--- src/pkg/ext_bus_defs.svh ---
// constants of the external bus access timing block
// included by the design files by bare name; definitions only
`ifndef EXT_BUS_DEFS_SVH
`define EXT_BUS_DEFS_SVH

// bus and field widths
`define ADDR_W 20
`define LEAD_W 2
`define ACTIVE_W 3
`define TRAIL_W 2
`define CNT_W 5
`define ACC_W 8

// reset values
`define ADDR_RST 20'h0_0000
`define CNT_RST 5'h00
`define ACC_RST 8'h00
`define PHASE_RST 2'h0

// timing counts: CNT_ONE in access-timing clock cycles, PHASE_ONE in system clock cycles
`define CNT_ONE 5'h01
`define PHASE_ONE 2'h1

`endif

--- src/pkg/ext_bus_pkg.sv ---
// types of the external bus access timing block
// used with explicit package scoping, never imported
package ext_bus_pkg;

  typedef enum logic [2:0] {
    st_idle = 3'b000,
    st_arm = 3'b001,
    st_align = 3'b010,
    st_lead = 3'b011,
    st_active = 3'b100,
    st_trail = 3'b101
  } access_state_t;

endpackage

--- src/rtl/access_clock_divider.sv ---
// divider making the access-timing tick and the bus output clock
// assumes clk is the system clock and rst_n is already synchronised
`timescale 1ns/10ps
`include "ext_bus_defs.svh"

module access_clock_divider (
  input wire logic clk,
  input wire logic rst_n,
  input wire logic timing_half,
  input wire logic bus_half,
  output logic timing_tick,
  output logic bus_rise,
  output logic bus_clock_out
);

  logic [1:0] phase;
  wire [1:0] phase_last = {timing_half & bus_half, timing_half | bus_half};
  wire [1:0] next_phase = (phase >= phase_last) ? `PHASE_RST :
                          phase + `PHASE_ONE;
  wire [1:0] half_point = (timing_half & bus_half) ? 2'h2 : 2'h1;
  wire next_bus_high = (phase_last == `PHASE_RST) | (phase < half_point);

  // timing clock and bus clock are both counted off the system clock
  assign timing_tick = ~timing_half | ~phase[0];
  assign bus_rise = (phase == `PHASE_RST);

  always_ff @(posedge clk or negedge rst_n) begin
    if (!rst_n) begin
      phase <= `PHASE_RST;
      bus_clock_out <= 1'b0;
    end else begin
      phase <= next_phase;
      bus_clock_out <= next_bus_high;
    end
  end

endmodule

--- src/rtl/external_bus_access.sv ---
// access sequencer of the external parallel memory bus
// assumes req_* and configuration ports come from clk logic;
// ext_wait_ready and reset_n come from outside and are synchronised
`timescale 1ns/10ps
`include "ext_bus_defs.svh"

module external_bus_access (
  input wire logic clk,
  input wire logic reset_n,
  input wire logic timing_half,
  input wire logic bus_half,
  input wire logic timing_double,
  input wire logic honor_wait_input,
  input wire logic wait_sample_async,
  input wire logic wide_bus,
  input wire logic [`LEAD_W-1:0] read_lead_count,
  input wire logic [`ACTIVE_W-1:0] read_active_count,
  input wire logic [`TRAIL_W-1:0] read_trail_count,
  input wire logic [`LEAD_W-1:0] write_lead_count,
  input wire logic [`ACTIVE_W-1:0] write_active_count,
  input wire logic [`TRAIL_W-1:0] write_trail_count,
  input wire logic req_valid,
  input wire logic req_write,
  input wire logic [`ADDR_W-1:0] req_address,
  input wire logic ext_wait_ready,
  output logic req_ready,
  output logic access_done,
  output logic bus_clock_out,
  output logic zone_select_n,
  output logic read_strobe_n,
  output logic write_strobe0_n,
  output logic write_strobe1_n,
  output logic read_not_write,
  output logic [`ADDR_W-1:0] ext_address
);

  logic rst_meta;
  logic rst_n;
  logic wait_meta;
  logic wait_sync;
  logic wait_late;
  logic timing_tick;
  logic bus_rise;
  ext_bus_pkg::access_state_t state;
  ext_bus_pkg::access_state_t next_state;
  logic [`CNT_W-1:0] cnt;
  logic [`CNT_W-1:0] next_cnt;
  logic [`ACC_W-1:0] acc;
  logic is_write;
  logic wide;
  logic [`ADDR_W-1:0] addr_hold;
  logic [`LEAD_W-1:0] lead_raw;
  logic [`ACTIVE_W-1:0] active_raw;
  logic [`TRAIL_W-1:0] trail_raw;
  logic dbl;
  logic use_wait;
  logic async_wait;
  logic next_strobe;
  logic next_select;
  logic next_done;
  logic start;

  // reset release and wait input synchronisers
  always_ff @(posedge clk or negedge reset_n) begin
    if (!reset_n) begin
      rst_meta <= 1'b0;
      rst_n <= 1'b0;
    end else begin
      rst_meta <= 1'b1;
      rst_n <= rst_meta;
    end
  end

  always_ff @(posedge clk or negedge rst_n) begin
    if (!rst_n) begin
      wait_meta <= 1'b1;
      wait_sync <= 1'b1;
      wait_late <= 1'b1;
    end else begin
      wait_meta <= ext_wait_ready;
      wait_sync <= wait_meta;
      wait_late <= wait_sync;
    end
  end

  access_clock_divider divider (
    .clk(clk),
    .rst_n(rst_n),
    .timing_half(timing_half),
    .bus_half(bus_half),
    .timing_tick(timing_tick),
    .bus_rise(bus_rise),
    .bus_clock_out(bus_clock_out)
  );

  // phase lengths in timing cycles; settings are taken as given
  wire [`CNT_W-1:0] lead_len = dbl ? {2'b00, lead_raw, 1'b0} :
                               {3'b000, lead_raw};
  wire [`CNT_W-1:0] act_base = dbl ? {1'b0, active_raw, 1'b0} :
                               {2'b00, active_raw};
  wire [`CNT_W-1:0] act_len = act_base + `CNT_ONE;
  wire [`CNT_W-1:0] trail_len = dbl ? {2'b00, trail_raw, 1'b0} :
                                {3'b000, trail_raw};
  wire ready_seen = async_wait ? wait_late : wait_sync;
  wire wait_hold = use_wait & ~ready_seen;
  wire take = req_valid & req_ready;
  wire last = (cnt == `CNT_ONE);

  // next state and phase counter, advanced on timing ticks except the idle-to-arm step on a taken request
  always_comb begin
    next_state = state;
    next_cnt = cnt;
    next_strobe = 1'b0;
    next_select = ~zone_select_n;
    next_done = 1'b0;
    start = 1'b0;
    case (state)
      ext_bus_pkg::st_idle: begin
        if (take) begin
          next_state = ext_bus_pkg::st_arm;
        end
      end
      ext_bus_pkg::st_arm: begin
        if (timing_tick) begin
          if (bus_rise) begin
            start = 1'b1;
          end else begin
            next_state = ext_bus_pkg::st_align;
          end
        end
      end
      ext_bus_pkg::st_align: begin
        if (timing_tick) begin
          start = 1'b1;
        end
      end
      ext_bus_pkg::st_lead: begin
        if (timing_tick & last) begin
          next_state = ext_bus_pkg::st_active;
          next_cnt = act_len;
          next_strobe = 1'b1;
        end else if (timing_tick) begin
          next_cnt = cnt - `CNT_ONE;
        end
      end
      ext_bus_pkg::st_active: begin
        next_strobe = 1'b1;
        if (timing_tick & last & ~wait_hold) begin
          next_strobe = 1'b0;
          next_cnt = trail_len;
          if (trail_len == `CNT_RST) begin
            next_state = ext_bus_pkg::st_idle;
            next_select = 1'b0;
            next_done = 1'b1;
          end else begin
            next_state = ext_bus_pkg::st_trail;
          end
        end else if (timing_tick & ~last) begin
          next_cnt = cnt - `CNT_ONE;
        end
      end
      ext_bus_pkg::st_trail: begin
        if (timing_tick & last) begin
          next_state = ext_bus_pkg::st_idle;
          next_select = 1'b0;
          next_done = 1'b1;
        end else if (timing_tick) begin
          next_cnt = cnt - `CNT_ONE;
        end
      end
      default: begin
        next_state = ext_bus_pkg::st_idle;
      end
    endcase
    if (start) begin
      next_select = 1'b1;
      if (lead_len == `CNT_RST) begin
        next_state = ext_bus_pkg::st_active;
        next_cnt = act_len;
        next_strobe = 1'b1;
      end else begin
        next_state = ext_bus_pkg::st_lead;
        next_cnt = lead_len;
      end
    end
  end

  // request capture; settings other than timing_half and bus_half are frozen for the whole access
  always_ff @(posedge clk or negedge rst_n) begin
    if (!rst_n) begin
      is_write <= 1'b0;
      wide <= 1'b0;
      addr_hold <= `ADDR_RST;
      lead_raw <= '0;
      active_raw <= '0;
      trail_raw <= '0;
      dbl <= 1'b0;
      use_wait <= 1'b0;
      async_wait <= 1'b0;
    end else if (take) begin
      is_write <= req_write;
      wide <= wide_bus;
      addr_hold <= req_address;
      lead_raw <= req_write ? write_lead_count : read_lead_count;
      active_raw <= req_write ? write_active_count : read_active_count;
      trail_raw <= req_write ? write_trail_count : read_trail_count;
      dbl <= timing_double;
      use_wait <= honor_wait_input;
      async_wait <= wait_sample_async;
    end
  end

  always_ff @(posedge clk or negedge rst_n) begin
    if (!rst_n) begin
      state <= ext_bus_pkg::st_idle;
      cnt <= `CNT_RST;
      acc <= `ACC_RST;
      req_ready <= 1'b0;
      access_done <= 1'b0;
    end else begin
      state <= next_state;
      cnt <= next_cnt;
      acc <= start ? `ACC_RST : acc + {7'h00, timing_tick};
      req_ready <= (next_state == ext_bus_pkg::st_idle);
      access_done <= next_done;
    end
  end

  // pin drivers, all changed in the same edge as a timing tick
  always_ff @(posedge clk or negedge rst_n) begin
    if (!rst_n) begin
      zone_select_n <= 1'b1;
      read_not_write <= 1'b1;
      read_strobe_n <= 1'b1;
      write_strobe0_n <= 1'b1;
      write_strobe1_n <= 1'b1;
      ext_address <= `ADDR_RST;
    end else begin
      zone_select_n <= ~next_select;
      read_not_write <= next_select ? ~is_write : 1'b1;
      read_strobe_n <= ~(next_strobe & ~is_write);
      write_strobe0_n <= ~(next_strobe & is_write);
      write_strobe1_n <= ~(next_strobe & is_write & wide);
      ext_address <= start ? addr_hold : ext_address;
    end
  end

  strobe_on_tick_a: assert property (@(posedge clk) disable iff (!rst_n)
    $changed(read_strobe_n) || $changed(write_strobe0_n) ||
    $changed(zone_select_n) |-> $past(timing_tick))
    else $error("strobe changed off a timing tick");

  start_on_rise_a: assert property (@(posedge clk) disable iff (!rst_n)
    $fell(zone_select_n) |-> bus_clock_out && $past(bus_rise))
    else $error("access did not start on a bus clock rise");

  write_rnw_low_a: assert property (@(posedge clk) disable iff (!rst_n)
    !write_strobe0_n |-> !read_not_write && !zone_select_n)
    else $error("write strobe without select and rnw low");

  strobe_lead_a: assert property (@(posedge clk) disable iff (!rst_n)
    $fell(read_strobe_n) || $fell(write_strobe0_n)
    |-> acc == lead_len)
    else $error("strobe fell after the wrong lead length");

  half_parity_a: assert property (@(posedge clk) disable iff (!rst_n)
    bus_half && ($changed(read_strobe_n) || $changed(write_strobe0_n) ||
    $changed(zone_select_n)) |-> bus_clock_out == ~acc[0])
    else $error("strobe edge does not match count parity");

  equal_rate_a: assert property (@(posedge clk) disable iff (!rst_n)
    !bus_half && $changed(zone_select_n) |-> $past(bus_rise))
    else $error("select changed off a bus clock rise");

  no_wait_a: assert property (@(posedge clk) disable iff (!rst_n)
    state == ext_bus_pkg::st_active && !use_wait && last && timing_tick
    |=> state != ext_bus_pkg::st_active)
    else $error("wait inserted though the wait input is ignored");

  align_idle_a: assert property (@(posedge clk) disable iff (!rst_n)
    state == ext_bus_pkg::st_align |-> zone_select_n && read_strobe_n &&
    write_strobe0_n && write_strobe1_n)
    else $error("strobe active during an alignment cycle");

  addr_hold_a: assert property (@(posedge clk) disable iff (!rst_n)
    !$past(start) |-> $stable(ext_address))
    else $error("address moved outside an access start");

  select_end_a: assert property (@(posedge clk) disable iff (!rst_n)
    $rose(zone_select_n) |-> read_not_write && access_done &&
    read_strobe_n)
    else $error("access end without rnw high and done");

endmodule

--- config.mk ---
export PLATFORM = sky130hd
export DESIGN_NAME = external_bus_access
export DESIGN_NICKNAME = d
export VERILOG_FILES = /design/src/pkg/ext_bus_pkg.sv /design/src/rtl/access_clock_divider.sv /design/src/rtl/external_bus_access.sv
export VERILOG_INCLUDE_DIRS = /design/src /design/src/pkg
export SDC_FILE = /design/constraint.sdc
export NUM_CORES = 1
export LEC_CHECK = 0
export ABC_AREA = 1
export BUFFER_PORTS_ARGS = -buffer_cell sky130_fd_sc_hd__buf_2
export CORE_ASPECT_RATIO = 1.25
export CORE_UTILIZATION = 40
export CTS_CLUSTER_SIZE = 28
export DETAILED_ROUTE_END_ITERATION = 10
export GPL_TIMING_DRIVEN = 0
export PLACE_DENSITY = 0.67
export REMOVE_ABC_BUFFERS = 1
export SYNTH_ARGS = -nofsm -noshare
export SYNTH_HDL_FRONTEND = slang
export SYNTH_SLANG_ARGS = --single-unit
export TNS_END_PERCENT = 1
--- constraint.sdc ---
create_clock -name clk -period 2.61 [get_ports clk]
set_input_delay 0.261 -clock clk [delete_from_list [all_inputs] [get_ports clk]]
set_output_delay 0.261 -clock clk [all_outputs]
set_load 0.03 [all_outputs]
-- Word-level counts from Yosys, hierarchy flattened
Index checks and enable logic that the tools add are counted.
- add/sub/neg operators: 3
- multiply operators: 0
- divide/modulo/power cells: 0
- magnitude comparators: 2
- equality and inequality tests: 8
- shift operators: 0
- multiplexer cells: 45
- bitwise operators: 23
- reductions and logical operators: 8
- operator list (kind ; number):
    3-bit 2-to-1 mux ; 12
    5-bit 2-to-1 mux ; 7
    3-bit one-hot mux with 6 select lines ; 1
    1-bit 2-to-1 mux ; 15
    5-bit one-hot mux with 3 select lines ; 1
    1-bit inverter ; 11
    5-bit logical NOT ; 2
    1-bit AND ; 9
    2-bit 2-to-1 mux ; 4
    1-bit one-hot mux with 2 select lines ; 4
    3-bit by 2-bit == test with 1-bit output, second input constant ; 2
    3-bit == test, second input constant ; 2
    3-bit logical NOT ; 2
    4-bit by 1-bit adder with 5-bit output, second input constant ; 1
    5-bit by 1-bit == test with 1-bit output, second input constant ; 1
    5-bit by 1-bit subtractor with 5-bit output, second input constant ; 1
    2-bit logical NOT ; 2
    4-bit 2-to-1 mux ; 1
    4-bit != test, second input constant ; 1
    4-bit nonzero test ; 1
    3-bit by 1-bit == test with 1-bit output, second input constant ; 1
    3-bit != test, second input constant ; 1
    1-bit bitwise OR ; 3
    3-bit AND reduction ; 1
    other kinds (3) ; 3
- flip-flop bits (word level): 75
- latch bits: 0
- memory bits (writable): 0
- ROM bits: 0
- input port bits: 45
- memories: 0

-- Logic depth before layout (Yosys ltp)
- depth after elaboration: 12
- mapped depth: 14
- gate-level depth less buffers: 13

-- Hierarchy
A second synthesis with hierarchy kept.
- cell total of the unflattened synthesis: 474
- area total of the unflattened synthesis: 3681.0 µm²
- by module, submodules not included (module ; times used ; cells an instance ; area an instance (µm²) ; sequential area each (µm²)):
    external_bus_access ; 1 ; 451 ; 3500.9 ; 1811.7
    access_clock_divider ; 1 ; 23 ; 180.2 ; 75.1

-- Worst setup path after synthesis
OpenSTA, ideal clock, no wires.
- path type: register -> register
- start point: reg cnt[1]
- end point: reg cnt[2]
- setup time: 123 ps
- arrival time: 1424 ps
- required time: 2487 ps
- slack: 1063 ps
- cell stages (with the launch flop): 10
- path buffers: 0
- period minus slack after synthesis: 1547 ps
- path through: dfrtp_1 > inv_1 > ha_1 > nand3_4 > nor2_8 > nand2_4 > nand2_2 > nand3_4 > nor2_1 > a21oi_1
- longest elaborated chain between the ends: 6
- elaborated cells on any way between the ends: 16
- ends and longest elaborated chain (item ; RTL line ; source):
    start, declared ; external_bus_access.sv:46 ; logic [`CNT_W-1:0] cnt;
    start signal, assigned ; external_bus_access.sv:216 ; cnt <= `CNT_RST;
    start signal, assigned ; external_bus_access.sv:222 ; cnt <= next_cnt;
    parallel branches: the longest is 6 deep, another holds 5-bit by 1-bit subtractor with 5-bit output ; - ;
Several ways; the timed one is not identified. The select of a mux whose other input is x is not followed.
A chain may end at the register's enable or synchronous reset.

-- Final worst setup path
- start point: reg divider.phase[0]
- end point: reg cnt[0]
- longest elaborated chain between the ends: 7
- elaborated cells on any way between the ends: 20
- ends and longest elaborated chain (item ; RTL line ; source):
    start, declared ; access_clock_divider.sv:16 ; logic [1:0] phase;
    start signal, assigned ; access_clock_divider.sv:29 ; phase <= `PHASE_RST;
    start signal, assigned ; access_clock_divider.sv:32 ; phase <= next_phase;
    parallel branches: the longest is 7 deep, another holds 4-bit != test ; - ;
Several ways; the timed one is not identified. The select of a mux whose other input is x is not followed.

==> results.sh <==
export IMPL_min_period_ps=2290
export IMPL_hold_class="primary input to flop"
export IMPL_maxCapViolations=0
export IMPL_dp_hpwl_mm=5.77
export IMPL_drt_total_wl_mm=8.20
export IMPL_worstSetupPathType="flop to flop"
export IMPL_final_util_pct=50.2
export IMPL_synth_seq_cells=75
export IMPL_die_x_um=87.2
export IMPL_yosys_warnings=0
export IMPL_die_h_um=109
export IMPL_htreeDepth=3
export IMPL_core_rowCount=38
export IMPL_tightest_slew_ps=589
export IMPL_slowest_stage="inv_2"
export IMPL_drt_iter0_drc=203
export IMPL_vias_per_cell=4.73
export IMPL_antenna_found_initial=0
export IMPL_syn_avg_cell_area_um2=8.02
export IMPL_grt_overflow_total=0
export IMPL_p_leak_nw=2.36
export IMPL_netlist_area_mm2=0.00363
export IMPL_worst_path_buf_inv=1
export IMPL_io_buffers=72
export IMPL_fin_worst_skew_ps=12.4
export IMPL_core_area_mm2=0.00875
export IMPL_clock_latency_ps=360
export IMPL_slew_violations=0
export IMPL_critPathLaunchType="flop"
export IMPL_synthCells=453
export IMPL_antennaDiodeCount=0
export IMPL_grt_use_total_pct=19.2
export IMPL_dr_pass1_iters=7
export IMPL_drc=0
export IMPL_worstPathMaxFanout=31
export IMPL_initial_utilization_pct=41.5
export IMPL_status="completed"
export IMPL_areaGrowthSynthToFinish_pct=20.9
export IMPL_endpoint_kind="flop"
export IMPL_root_buffer="clkbuf_8"
export IMPL_ir_drop_v=0.000639
export IMPL_cts_tree="done"
export IMPL_slowest_delay_ps=510
export IMPL_powerDensity_mw_per_mm2=1300
export IMPL_cp_cell_sequence="nand2_1 -> nand2_1 -> nand2_4 -> inv_2 -> o21ai_0 -> nor2_1 -> nand3_1 -> nand2_1 -> nand2_1"
export IMPL_numCtsBuffers=9
export IMPL_die_area_mm2=0.00947
export IMPL_yosysUniqueCellTypes=32
export IMPL_crit_family="simple AND/OR/NAND/NOR gates"
export IMPL_path_clk_slew_ps=80
export IMPL_globalplace_congestion=0.931
export IMPL_final_nets=579
export IMPL_fmax_mhz=437
export IMPL_path_common_cell="nand2_1"
export IMPL_grt_setup_unrepaired="true"
export IMPL_drive_above_1_share_pct=22.2
export IMPL_fin_crit_sh_pct=87.6
export IMPL_post_cts_buffers=0
export IMPL_grt_pass1_vias=3101
export IMPL_vias=3086
export IMPL_ant_nets=0
export IMPL_relSlewSlack_pct=60.7
export IMPL_wl_per_cell_um=12.6
export IMPL_grt_max_degree=55
export IMPL_seq_area_frac_synth_pct=51.9
export IMPL_cp_arrival_ps=2540
export IMPL_nFillCells=879
export IMPL_clock_sinks=75
export IMPL_timing_hold_ws_ps=84.3
export IMPL_io_pins=73
export IMPL_timing_hold_violations_final=0
export IMPL_grt_pass1_wl_mm=13.9
export IMPL_cp_data_required_time_ps=2860
export IMPL_finalSetupViolations=0
export IMPL_cts_buffer_depth=2
worst min-delay path: stages:
cell and delay (ps):
buf_2 70, nand2_1 40, nand2_1 40
where the power goes:
group | internal (W) | leakage (nW) | switching, W | total (W)
logic | 0.000809 | 1.32 | 0.00178 | 0.00259
registers | 0.00167 | 0.920 | 0.000323 | 0.00200
clock network | 0.000669 | 0.125 | 0.000451 | 0.00112
total | 0.00315 | 2.36 | 0.00255 | 0.00570
cells by family after synthesis:
group | count (synthesis) | share of synthesized area [%]
and+or+nand+nor | 266 | 31.5
buffers and inverters | 53 | 6.10
xor gates and xnor gates | 2 | 0.482
adders and majority gates | 7 | 2.41
AOI/OAI and AO/OA | 49 | 7.51
other | 1 | 0.103
DFF | 75 | 51.9
cell usage in the layout (no fill, tap or decap), types with 4 or more instances in the layout:
master	Yosys	layout
nand2_1	203	202
o211ai_1	4	4
dfrtp_1	67	66
o21ai_0	24	24
nor2_1	28	28
o22ai_1	7	7
inv_1	38	37
buf_2	0	72
ha_1	7	7
a21oi_1	10	10
clkbuf_8	0	10
nand3_1	17	17
dfstp_2	8	8
nand4_1	4	4
path summary, 6_finish.rpt:
check | slack, ps | from | to | depth (start not counted)
max reg2reg | 320 | divider.phase[0] | cnt[0] | 9
max in group asynchronous | 1790 | rst_n | zone_select_n | 1
min in group asynchronous | 210 | rst_n | addr_hold[4] | 0
max | 320 | divider.phase[0] | cnt[0] | 9
min | 80 | req_address[17] | addr_hold[17] | 3
min reg2reg | 210 | rst_n | addr_hold[4] | 0
registers in the layout (all words and copies together) (netlist names), 2 cells and up:
register,cells
state,3
cnt,5
ext_address,20
addr_hold,20
active_raw,3
trail_raw,2
lead_raw,2
divider.phase,2
area by class of cell:
| cell class | instances | area, um2 | area share (%) |
|---|---|---|---|
| Sequential cell | 75 | 1890 | 43.1 |
| Clock inverter | 5 | 108 | 2.45 |
| Clock buffer | 11 | 141 | 3.22 |
| Timing Repair Buffer | 75 | 408 | 9.29 |
| Multi-Input combinational cell | 325 | 1530 | 34.9 |
| Timing Repair inverter | 1 | 7.51 | 0.171 |
| Inverter | 40 | 154 | 3.51 |
| Tap cell | 120 | 150 | 3.42 |
metrics by stage:
stage	instance area (um2)	setup WS (ps)	cells	total power, W	setup TNS (ps)
after floorplan	3560	381	440	0.00388	0
after CTS	4380	64.9	652	0.00574	0
after global placement	4070	-435	632	0.00453	-28130
after detailed placement	4100	-55.7	633	0.00460	-69.4
final	4390	323	652	0.00570	0
after global routing	4390	-1.32	652	0.00620	-1.32
per-layer routing:
| metal | global-route usage [%] | part of all wire, % |
|---|---|---|
| met1 | 22.8 | 44 |
| met2 | 32.2 | 48 |
| met3 | 3.74 | 4.7 |
| met4 | 11.0 | 3.1 |
| met5 | 0 | 0 |
cell usage after synthesis:
cell	number	area, um2
o21ai_0	24	120
inv_2	2	7.51
nand2_1	203	762
buf_6	1	11.3
ha_1	7	87.6
clkbuf_1	8	30.0
nor2_1	28	105
o21ai_1	1	5.00
xnor2_1	1	8.76
or2_2	1	6.26
nand4_4	1	21.3
a31oi_1	1	6.26
xor2_1	1	8.76
nor2_2	1	6.26
nand3_1	17	85.1
buf_4	4	30.0
a21oi_2	2	17.5
inv_1	38	143
nand3_2	1	10.0
o22ai_1	7	43.8
nand4_1	4	25.0
nor2_8	1	20.0
nor2_4	2	22.5
dfstp_2	8	210
conb_1	1	3.75
nor3_2	2	20.0
nand2_2	2	12.5
dfrtp_1	67	1680
o211ai_1	4	30.0
a21oi_1	10	50.1
nand3_4	2	35.0
nand2_4	1	11.3
what timing repair did:
| action | CTS | global route |
|---|---|---|
| hold buffers | 2 | 0 |
| cloned | 1 | 0 |
| setup endpoints to repair | 2 | 26 |
| gates resized for setup | 1 | 3 |
| endpoints found under the hold margin | 3 | 0 |
(Power assumes the default switching activity.)
